`src/uvfr_pkg.sv`:
```
`default_nettype none

// ---------------------------------------------------------------------------
// Shared constants for the output under-voltage fault response block.
// ---------------------------------------------------------------------------
package uvfr_pkg;

  // Command code of the response byte and its value after reset.
  localparam logic [7:0] UVFR_CMD_CODE = 8'h45;
  localparam logic [7:0] UVFR_RESET    = 8'h00;

  // Field positions inside the response byte.
  localparam int UVFR_MODE_MSB = 7;
  localparam int UVFR_MODE_LSB = 6;
  localparam int UVFR_RTRY_MSB = 5;
  localparam int UVFR_RTRY_LSB = 3;
  localparam int UVFR_DLY_MSB  = 2;
  localparam int UVFR_DLY_LSB  = 0;

  // Response modes.
  localparam logic [1:0] UVFR_MODE_IGNORE = 2'h0;
  localparam logic [1:0] UVFR_MODE_DELAY  = 2'h1;
  localparam logic [1:0] UVFR_MODE_SHUT   = 2'h2;
  localparam logic [1:0] UVFR_MODE_HOLD   = 2'h3;

  // Restart count codes with a special meaning.
  localparam logic [2:0] UVFR_RTRY_NONE = 3'h0;
  localparam logic [2:0] UVFR_RTRY_CONT = 3'h7;

  // Response states.
  typedef enum logic [2:0] {
    UVFR_ST_RUN,
    UVFR_ST_DELAY,
    UVFR_ST_HOLD,
    UVFR_ST_RETRY,
    UVFR_ST_LATCHED
  } uvfr_state_t;

endpackage

`default_nettype wire

```
`src/uvfr_core.sv`:
```
`timescale 1ns/100ps
`default_nettype none

// Summary of operation
// - Byte register at code 0x45, readable and writable, picks fault handling.
// - Bits 7:6 hold the response mode, bits 5:3 the restart count.
// - Mode 00 keeps the output running through the fault.
// - Mode 01 runs for the delay, then restarts per count if fault remains.
// - Mode 10 disables the output at once, then follows the restart count.
// - Mode 11 keeps the output off while the fault lasts, then resumes.
// - Restart count 000 means no restarts; off until the fault is cleared.
// - Counts 1 to 6 give that many restarts, then off until cleared.
// - Count 111 restarts without limit.
// - Restart attempt starts are spaced by 2 to the power of the delay code, in time units.
// - Clear by bit clear, clear-faults, reset, or output off then on.
// - Delay codes 0 to 7 mean 1, 2, 4 ... 128 time units.
// - Restarting stops when commanded off or another fault shuts down.
module uvfr_core (
  input  wire logic       mclk_i,
  input  wire logic       rst_i,
  input  wire logic       cmd_wr_i,
  input  wire logic       cmd_rd_i,
  input  wire logic [7:0] cmd_code_i,
  input  wire logic [7:0] cmd_wdata_i,
  output var  logic [7:0] cmd_rdata_o,
  input  wire logic       uv_fault_i,
  input  wire logic       other_fault_i,
  input  wire logic       unit_tick_i,
  input  wire logic       op_on_i,
  input  wire logic       ctrl_pin_i,
  input  wire logic       clear_bit_i,
  input  wire logic       clear_faults_i,
  output var  logic       out_en_o,
  output var  logic       uv_flag_o
);

  // -------------------------------------------------------------------------
  // Helpers
  // -------------------------------------------------------------------------

  // Delay code to number of time units, a power of two.
  function automatic logic [7:0] dly_units(input logic [2:0] code);
    dly_units = 8'h01 << code;
  endfunction

  // -------------------------------------------------------------------------
  // Declarations
  // -------------------------------------------------------------------------
  logic [7:0]           cfg_q;
  logic                 ctrl_s1_q;
  logic                 ctrl_s2_q;
  logic                 cmd_on_q;
  logic                 cmd_on;
  logic                 on_rise;
  logic                 clear_evt;
  logic [1:0]           mode;
  logic [2:0]           rtry;
  logic [7:0]           tgt;
  logic                 done;
  logic                 fail_now;
  uvfr_pkg::uvfr_state_t st_q;
  uvfr_pkg::uvfr_state_t st_d;
  logic [7:0]           cnt_q;
  logic [7:0]           cnt_d;
  logic [2:0]           left_q;
  logic [2:0]           left_d;
  logic                 fail_q;
  logic                 fail_d;
  logic                 en_d;

  // -------------------------------------------------------------------------
  // Configuration byte
  // -------------------------------------------------------------------------

  // The byte is written and read only at its own command code.
  always_ff @(posedge mclk_i or posedge rst_i) begin
    if (rst_i) begin
      cfg_q <= uvfr_pkg::UVFR_RESET;
    end else if (cmd_wr_i && cmd_code_i == uvfr_pkg::UVFR_CMD_CODE) begin
      cfg_q <= cmd_wdata_i;
    end
  end

  // Read data is registered; other codes answer zero so the engine sees
  // a defined value.
  always_ff @(posedge mclk_i or posedge rst_i) begin
    if (rst_i) begin
      cmd_rdata_o <= 8'h00;
    end else if (cmd_rd_i) begin
      cmd_rdata_o <= (cmd_code_i == uvfr_pkg::UVFR_CMD_CODE) ? cfg_q : 8'h00;
    end
  end

  // Field extraction; the restart count is always bits 5:3.
  assign mode = cfg_q[uvfr_pkg::UVFR_MODE_MSB:uvfr_pkg::UVFR_MODE_LSB];
  assign rtry = cfg_q[uvfr_pkg::UVFR_RTRY_MSB:uvfr_pkg::UVFR_RTRY_LSB];
  assign tgt  = dly_units(cfg_q[uvfr_pkg::UVFR_DLY_MSB:uvfr_pkg::UVFR_DLY_LSB]);

  // -------------------------------------------------------------------------
  // On/off command and clear events
  // -------------------------------------------------------------------------

  // The control pin is asynchronous, so it passes two flip-flops first.
  always_ff @(posedge mclk_i or posedge rst_i) begin
    if (rst_i) begin
      ctrl_s1_q <= 1'b0;
      ctrl_s2_q <= 1'b0;
      cmd_on_q  <= 1'b0;
    end else begin
      ctrl_s1_q <= ctrl_pin_i;
      ctrl_s2_q <= ctrl_s1_q;
      cmd_on_q  <= cmd_on;
    end
  end

  // Output is commanded on only when both pin and command agree.
  assign cmd_on    = ctrl_s2_q && op_on_i;
  assign on_rise   = cmd_on && !cmd_on_q;
  assign clear_evt = clear_bit_i || clear_faults_i || on_rise;

  // -------------------------------------------------------------------------
  // Status flag
  // -------------------------------------------------------------------------

  // Detection wins over a clear in the same cycle so no event is lost.
  always_ff @(posedge mclk_i or posedge rst_i) begin
    if (rst_i) begin
      uv_flag_o <= 1'b0;
    end else if (uv_fault_i) begin
      uv_flag_o <= 1'b1;
    end else if (clear_evt) begin
      uv_flag_o <= 1'b0;
    end
  end

  // -------------------------------------------------------------------------
  // Response state machine
  // -------------------------------------------------------------------------

  // Each retry interval after the first starts an attempt with the output on; a fault seen
  // during it turns the output off and marks the attempt failed. Spacing the
  // starts by the interval means a failed attempt sits off until the next.
  assign done     = unit_tick_i && ((cnt_q + 8'h01) == tgt);
  assign fail_now = fail_q || uv_fault_i;

  always_comb begin
    st_d   = st_q;
    cnt_d  = cnt_q;
    left_d = left_q;
    fail_d = fail_q;
    case (st_q)
      uvfr_pkg::UVFR_ST_RUN: begin
        cnt_d = 8'h00;
        if (uv_fault_i) begin
          case (mode)
            uvfr_pkg::UVFR_MODE_IGNORE: st_d = uvfr_pkg::UVFR_ST_RUN;
            uvfr_pkg::UVFR_MODE_DELAY:  st_d = uvfr_pkg::UVFR_ST_DELAY;
            uvfr_pkg::UVFR_MODE_HOLD:   st_d = uvfr_pkg::UVFR_ST_HOLD;
            default: begin
              // Immediate shutdown, then the restart count decides.
              fail_d = 1'b1;
              left_d = rtry;
              st_d   = (rtry == uvfr_pkg::UVFR_RTRY_NONE) ?
                       uvfr_pkg::UVFR_ST_LATCHED : uvfr_pkg::UVFR_ST_RETRY;
            end
          endcase
        end
      end
      uvfr_pkg::UVFR_ST_DELAY: begin
        if (!uv_fault_i) begin
          st_d = uvfr_pkg::UVFR_ST_RUN;
        end else if (done) begin
          cnt_d  = 8'h00;
          fail_d = 1'b1;
          left_d = rtry;
          st_d   = (rtry == uvfr_pkg::UVFR_RTRY_NONE) ?
                   uvfr_pkg::UVFR_ST_LATCHED : uvfr_pkg::UVFR_ST_RETRY;
        end else if (unit_tick_i) begin
          cnt_d = cnt_q + 8'h01;
        end
      end
      uvfr_pkg::UVFR_ST_HOLD: begin
        if (!uv_fault_i) begin
          st_d = uvfr_pkg::UVFR_ST_RUN;
        end
      end
      uvfr_pkg::UVFR_ST_RETRY: begin
        fail_d = fail_now;
        if (done) begin
          cnt_d = 8'h00;
          if (!fail_now) begin
            st_d = uvfr_pkg::UVFR_ST_RUN;
          end else if (left_q == 3'h0) begin
            st_d = uvfr_pkg::UVFR_ST_LATCHED;
          end else begin
            fail_d = 1'b0;
            if (left_q != uvfr_pkg::UVFR_RTRY_CONT) begin
              left_d = left_q - 3'h1;
            end
          end
        end else if (unit_tick_i) begin
          cnt_d = cnt_q + 8'h01;
        end
      end
      uvfr_pkg::UVFR_ST_LATCHED: begin
        st_d = uvfr_pkg::UVFR_ST_LATCHED;
      end
      default: begin
        st_d = uvfr_pkg::UVFR_ST_RUN;
      end
    endcase
    // Overrides: a clear restarts normal operation; commanding off or a
    // foreign shutdown ends any restart sequence.
    if (clear_evt) begin
      st_d  = uvfr_pkg::UVFR_ST_RUN;
      cnt_d = 8'h00;
    end else if (!cmd_on && st_q != uvfr_pkg::UVFR_ST_LATCHED) begin
      st_d  = uvfr_pkg::UVFR_ST_RUN;
      cnt_d = 8'h00;
    end else if (other_fault_i && st_q == uvfr_pkg::UVFR_ST_RETRY) begin
      st_d = uvfr_pkg::UVFR_ST_LATCHED;
    end
  end

  // The output is on only while commanded on and in an operating state.
  assign en_d = cmd_on && (st_d == uvfr_pkg::UVFR_ST_RUN ||
                           st_d == uvfr_pkg::UVFR_ST_DELAY ||
                           (st_d == uvfr_pkg::UVFR_ST_RETRY && !fail_d));

  always_ff @(posedge mclk_i or posedge rst_i) begin
    if (rst_i) begin
      st_q     <= uvfr_pkg::UVFR_ST_RUN;
      cnt_q    <= 8'h00;
      left_q   <= 3'h0;
      fail_q   <= 1'b0;
      out_en_o <= 1'b0;
    end else begin
      st_q     <= st_d;
      cnt_q    <= cnt_d;
      left_q   <= left_d;
      fail_q   <= fail_d;
      out_en_o <= en_d;
    end
  end

  // -------------------------------------------------------------------------
  // Assertions
  // -------------------------------------------------------------------------

  property p_rd_cfg;
    @(posedge mclk_i) disable iff (rst_i)
    cmd_rd_i && cmd_code_i == uvfr_pkg::UVFR_CMD_CODE |=>
      cmd_rdata_o == $past(cfg_q);
  endproperty
  a_rd_cfg: assert property (p_rd_cfg)
    else $error("Read of the response byte returned a wrong value.");

  property p_wr_cfg;
    @(posedge mclk_i) disable iff (rst_i)
    cmd_wr_i && cmd_code_i == uvfr_pkg::UVFR_CMD_CODE |=>
      mode == $past(cmd_wdata_i[7:6]) && rtry == $past(cmd_wdata_i[5:3]);
  endproperty
  a_wr_cfg: assert property (p_wr_cfg)
    else $error("Written mode or restart field not held.");

  property p_ignore;
    @(posedge mclk_i) disable iff (rst_i)
    st_q == uvfr_pkg::UVFR_ST_RUN && mode == uvfr_pkg::UVFR_MODE_IGNORE &&
      cmd_on && uv_fault_i ##1 cmd_on |-> out_en_o;
  endproperty
  a_ignore: assert property (p_ignore)
    else $error("Output dropped in ignore mode.");

  property p_shut;
    @(posedge mclk_i) disable iff (rst_i)
    st_q == uvfr_pkg::UVFR_ST_RUN && mode == uvfr_pkg::UVFR_MODE_SHUT &&
      uv_fault_i && !clear_evt |=> !out_en_o;
  endproperty
  a_shut: assert property (p_shut)
    else $error("Output not disabled at once in shutdown mode.");

  property p_hold_end;
    @(posedge mclk_i) disable iff (rst_i)
    st_q == uvfr_pkg::UVFR_ST_HOLD && !uv_fault_i |=>
      st_q == uvfr_pkg::UVFR_ST_RUN;
  endproperty
  a_hold_end: assert property (p_hold_end)
    else $error("Hold mode did not resume after the fault left.");

  property p_no_retry;
    @(posedge mclk_i) disable iff (rst_i)
    st_q == uvfr_pkg::UVFR_ST_RUN && mode == uvfr_pkg::UVFR_MODE_SHUT &&
      rtry == uvfr_pkg::UVFR_RTRY_NONE && uv_fault_i && cmd_on && !clear_evt
      |=> st_q == uvfr_pkg::UVFR_ST_LATCHED && !out_en_o;
  endproperty
  a_no_retry: assert property (p_no_retry)
    else $error("Zero restart count did not latch off.");

  property p_flag_set;
    @(posedge mclk_i) disable iff (rst_i)
    uv_fault_i |=> uv_flag_o;
  endproperty
  a_flag_set: assert property (p_flag_set)
    else $error("Fault flag not set on detection.");

  property p_flag_clr;
    @(posedge mclk_i) disable iff (rst_i)
    clear_faults_i && !uv_fault_i |=> !uv_flag_o;
  endproperty
  a_flag_clr: assert property (p_flag_clr)
    else $error("Fault flag not cleared by clear-faults.");

  property p_off_stops;
    @(posedge mclk_i) disable iff (rst_i)
    !cmd_on |=> !out_en_o && st_q != uvfr_pkg::UVFR_ST_RETRY;
  endproperty
  a_off_stops: assert property (p_off_stops)
    else $error("Restarting continued while commanded off.");

  property p_dly_end;
    @(posedge mclk_i) disable iff (rst_i)
    st_q == uvfr_pkg::UVFR_ST_DELAY && uv_fault_i && done && cmd_on &&
      !clear_evt |=> !out_en_o;
  endproperty
  a_dly_end: assert property (p_dly_end)
    else $error("Output not shut down at end of fault delay.");

endmodule

`default_nettype wire

```
`config.mk`:
```
export PLATFORM = sky130hd
export DESIGN_NAME = uvfr_core
export DESIGN_NICKNAME = d
export VERILOG_FILES = /design/src/uvfr_pkg.sv /design/src/uvfr_core.sv
export SDC_FILE = /design/constraint.sdc
export NUM_CORES = 1
export LEC_CHECK = 0
export ABC_AREA = 1
export BUFFER_PORTS_ARGS = -buffer_cell sky130_fd_sc_hd__buf_2
export CORE_MARGIN = 3
export CORE_UTILIZATION = 56
export CTS_CLUSTER_DIAMETER = 40
export DETAILED_ROUTE_END_ITERATION = 8
export GPL_ROUTABILITY_DRIVEN = 1
export PLACE_DENSITY = 0.77
export SLEW_MARGIN = 20
export SYNTH_ARGS = -nofsm -noshare
export SYNTH_HDL_FRONTEND = slang
export SYNTH_SLANG_ARGS = --single-unit
```
`constraint.sdc`:
```
create_clock -name mclk_i -period 2.2 [get_ports mclk_i]
set_input_delay 0.33 -clock mclk_i [delete_from_list [all_inputs] [get_ports mclk_i]]
set_output_delay 0.33 -clock mclk_i [all_outputs]
set_load 0.01 [all_outputs]
```
==> flow_metrics.env <==
export IMPL_run_status="complete, no violations"
export IMPL_synthAdderAreaFrac=0.02237
export IMPL_synth_top_family_by_area="simple AND/OR/NAND/NOR gates"
export IMPL_clk_pin_slew_worst_paths_ps=70
export IMPL_clock_sinks=36
export IMPL_synth_compound_area_frac=0.1286
export IMPL_multi_input_area_sq_um=1130
export IMPL_gp_congestion=0.9463
export IMPL_synthCells=311
export IMPL_maxCapViolations=0
export IMPL_drt_pre_antenna_iters=4
export IMPL_skew_ps=7.480
export IMPL_die_area_sq_um=4789
export IMPL_ys_top_cells_by_area="dfrtp_1, nand2_1, inv_1"
export IMPL_p_total_mw=1.294
export IMPL_cts_resized=0
export IMPL_grt_pass1_wl_um=8445
export IMPL_synthTopCellsByCount="nand2_1, inv_1, nor2_1, dfrtp_1, nand3_1"
export IMPL_antenna_found_initial=0
export IMPL_met3_usage=0.03768
export IMPL_ys_seq_elements=36
export IMPL_tritoncts="done"
export IMPL_powerDensity_nw_per_um2=503.4
export IMPL_worst_r2r_path_depth=16
export IMPL_grt_max_degree=37
export IMPL_ios=37
export IMPL_yosysMostFrequentCell="nand2_1"
export IMPL_cts_setup_buffers=0
export IMPL_finalCritPeriodShare=0.9171
export IMPL_drv_slew=0
export IMPL_rsz0062_at_grt="no"
export IMPL_yosysTopAreaCellShare=0.4027
export IMPL_row_count=22
export IMPL_tns_ps=0
export IMPL_r2r_end="out_en_o$_DFF_PP0_"
export IMPL_io_buffers=36
export IMPL_setup_viol=0
export IMPL_cp_required_ps=2380
export IMPL_swShare=0.2594
export IMPL_drt_iter0_drc=194
export IMPL_n_antenna_cell=0
export IMPL_yosys_area_top_type="dfrtp_1"
export IMPL_fin_crit_ps=2018
export IMPL_synthArstFlopShare=1.000
export IMPL_drive_gt1_frac=0.2096
export IMPL_busiest_layer="met2"
export IMPL_seqPwrFrac=0.548
export IMPL_core_sq_um=3744
export IMPL_fp_dieW_um=69.21
export IMPL_finalHoldViolCount=0
export IMPL_synth_area_sq_um=2237
export IMPL_ys_types=34
export IMPL_syn2layout_area_growth_pct=14.93
export IMPL_drc_errors=0
export IMPL_wl_per_cell_um=12.10
export IMPL_hp_class="in2async"
export IMPL_cts_buffer_depth=2
export IMPL_crit_type="reg2reg"
export IMPL_cts_buffers=5
export IMPL_r2r_start="cnt_q[1]$_DFFE_PP0P_"
export IMPL_power_frac_comb=0.119
export IMPL_r2r_slack_ps=180
export IMPL_avgSynthCellArea_sq_um=7.193
export IMPL_ir_worst_vdd_mv=0.4604
export IMPL_htree_levels=2
export IMPL_slowest_stage="dfrtp_1"
export IMPL_worst_endpoint_arrival_ps=2200
export IMPL_grt_use_total=0.2144
export IMPL_initial_core_util=0.5976
export IMPL_fillers=338
export IMPL_slew_headroom=0.6757
export IMPL_vias=2072
export IMPL_synthXorXnorAreaFrac=0.003915
export IMPL_path_cells="ha_4 > nand3_1 > nor2_1 > nand2_1 > nand2_1 > nor2_1 > nor2_4 > nand3_4 > nor2_1 > nor2_1 > nand2_1 > nand2_1 > nand2_1 > nand2_1 > nand2_1 > nor2_2"
export IMPL_wl_um=4851
export IMPL_cp_start_kind="flop"
export IMPL_yosys_warnings=0
export IMPL_nets=384
export IMPL_die_h_um=69.21
export IMPL_worst_pin_slew_ps=481.1
export IMPL_dominantRegCellSynth="dfrtp_1"
export IMPL_fmax_mhz=495.6
export IMPL_yosys_area_share_simple=0.3395
export IMPL_cp_common_cell="nand2_1"
export IMPL_gr_usage_met2=0.3644
export IMPL_via_per_inst=5.167
export IMPL_p_clk_frac=0.333
export IMPL_synth_edf_count=0
export IMPL_clk_latency_ps=280
export IMPL_cp_max_fo=5
export IMPL_synth_mux_area_frac=0.005034
export IMPL_hpwlAfterDp_um=3792
export IMPL_ant_nets=0
export IMPL_register_area_sq_um=902.1
export IMPL_clockRootBuffer="clkbuf_8"
export IMPL_cpPeakStageDelay_ps=450
export IMPL_ys_seq_area_frac=0.4027
export IMPL_p_int_mw=0.9586
export IMPL_cp_end_kind="flop"
export IMPL_power_switching_mw=0.3357
export IMPL_gr_total_overflow=0
export IMPL_ctsHoldBuffers=0
export IMPL_use_met1=0.2791
export IMPL_power_leakage_nw=1.328
export IMPL_grt_pass1_vias=1950
export IMPL_synth_nets=342
[sequential cells by signal, indices dropped and copies added, names as in the netlist]
| register | cells |
|---|---|
| st_q | 3 |
| cmd_on_q | 1 |
| cmd_rdata_o | 8 |
| uv_flag_o | 1 |
| ctrl_s1_q | 1 |
| fail_q | 1 |
| cfg_q | 8 |
| left_q | 3 |
| out_en_o | 1 |
| cnt_q | 8 |
| ctrl_s2_q | 1 |
[routing by layer]
metal,up-vias,part of all wire
met1,933,0.47
met3,6,0.057
met2,57,0.46
li1,1076,-
met4,0,0.012
met5,-,0
[worst max-delay path: cells and delay by family, from the launching register on]
kind	cells	cell delay, ps
and+or+nand+nor	15	1260
DFF	1	450
adders and majority gates	1	190
[cells by family after synthesis]
group	Yosys count
AOI/OAI and AO/OA	45
DFF	36
xor gates and xnor gates	1
and+or+nand+nor	167
buffers and inverters	57
muxes	1
adders and majority gates	4
[layout make-up]
| cell class | count | share of cell area |
|---|---|---|
| inverter | 53 | 0.07737 |
| clock buffer | 6 | 0.02822 |
| timing repair buffer | 39 | 0.07883 |
| clock inverter | 1 | 0.001946 |
| tap | 48 | 0.02336 |
| multi-input combinational | 218 | 0.4394 |
| sequential | 36 | 0.3509 |
[worst max path at each step]
stage               cells after the start                 start                  to
floorplan                              15  cnt_q[0]$_DFFE_PP0P_  out_en_o$_DFF_PP0_
global placement                       15  cnt_q[0]$_DFFE_PP0P_  out_en_o$_DFF_PP0_
detailed placement                     14  cnt_q[0]$_DFFE_PP0P_  out_en_o$_DFF_PP0_
CTS                                    14  cnt_q[0]$_DFFE_PP0P_  out_en_o$_DFF_PP0_
global route                           16  cnt_q[1]$_DFFE_PP0P_  out_en_o$_DFF_PP0_
finish                                 16  cnt_q[1]$_DFFE_PP0P_  out_en_o$_DFF_PP0_
[per-stage QoR]
| stage | hold WS [ps] | instance area [sq um] | setup slack, ps | std cells | utilization |
|---|---|---|---|---|---|
| 2_1_floorplan | 331.2 | 2237 | 375.9 | 311 | - |
| 3_3_place_gp | 337.5 | 2480 | 204.6 | 394 | 0.6624 |
| 3_5_place_dp | 348.5 | 2480 | 138.1 | 394 | 0.6624 |
| 4_1_cts | 143.0 | 2557 | 123.8 | 401 | 0.6832 |
| 5_1_grt | 146.4 | 2571 | 26.62 | 401 | 0.6868 |
| 6_report | 132.0 | 2571 | 182.4 | 401 | 0.6868 |
[placed cells by master, fill, tap and decap left out, drive strengths merged]
| cell | synthesis | layout |
|---|---|---|
| o211ai | 1 | 1 |
| inv | 53 | 53 |
| dfrtp | 36 | 36 |
| xor2 | 1 | 1 |
| nor2 | 50 | 50 |
| or2 | 1 | 1 |
| nand4 | 6 | 6 |
| a21oi | 14 | 14 |
| clkbuf | 2 | 6 |
| o22ai | 6 | 6 |
| clkinv | 0 | 1 |
| nand2 | 80 | 80 |
| a211oi | 3 | 3 |
| nor4 | 1 | 1 |
| o21bai | 1 | 1 |
| nor3 | 7 | 7 |
| buf | 2 | 39 |
| a31oi | 2 | 2 |
| o21ai | 10 | 10 |
| ha | 4 | 4 |
| o41ai | 1 | 1 |
| nand3 | 21 | 21 |
| mux2 | 1 | 1 |
| nand3b | 1 | 1 |
| o31ai | 7 | 7 |
[power groups by stage]
stage / Clock, mW / Combinational [mW] / Sequential, mW
after floorplan: 0 / 0.103 / 0.715
after global placement: 0 / 0.152 / 0.720
after detailed placement: 0 / 0.155 / 0.721
after CTS: 0.448 / 0.155 / 0.708
after global routing: 0.478 / 0.176 / 0.712
final: 0.431 / 0.154 / 0.709
No activity file was read; power rests on OpenSTA's default activity.
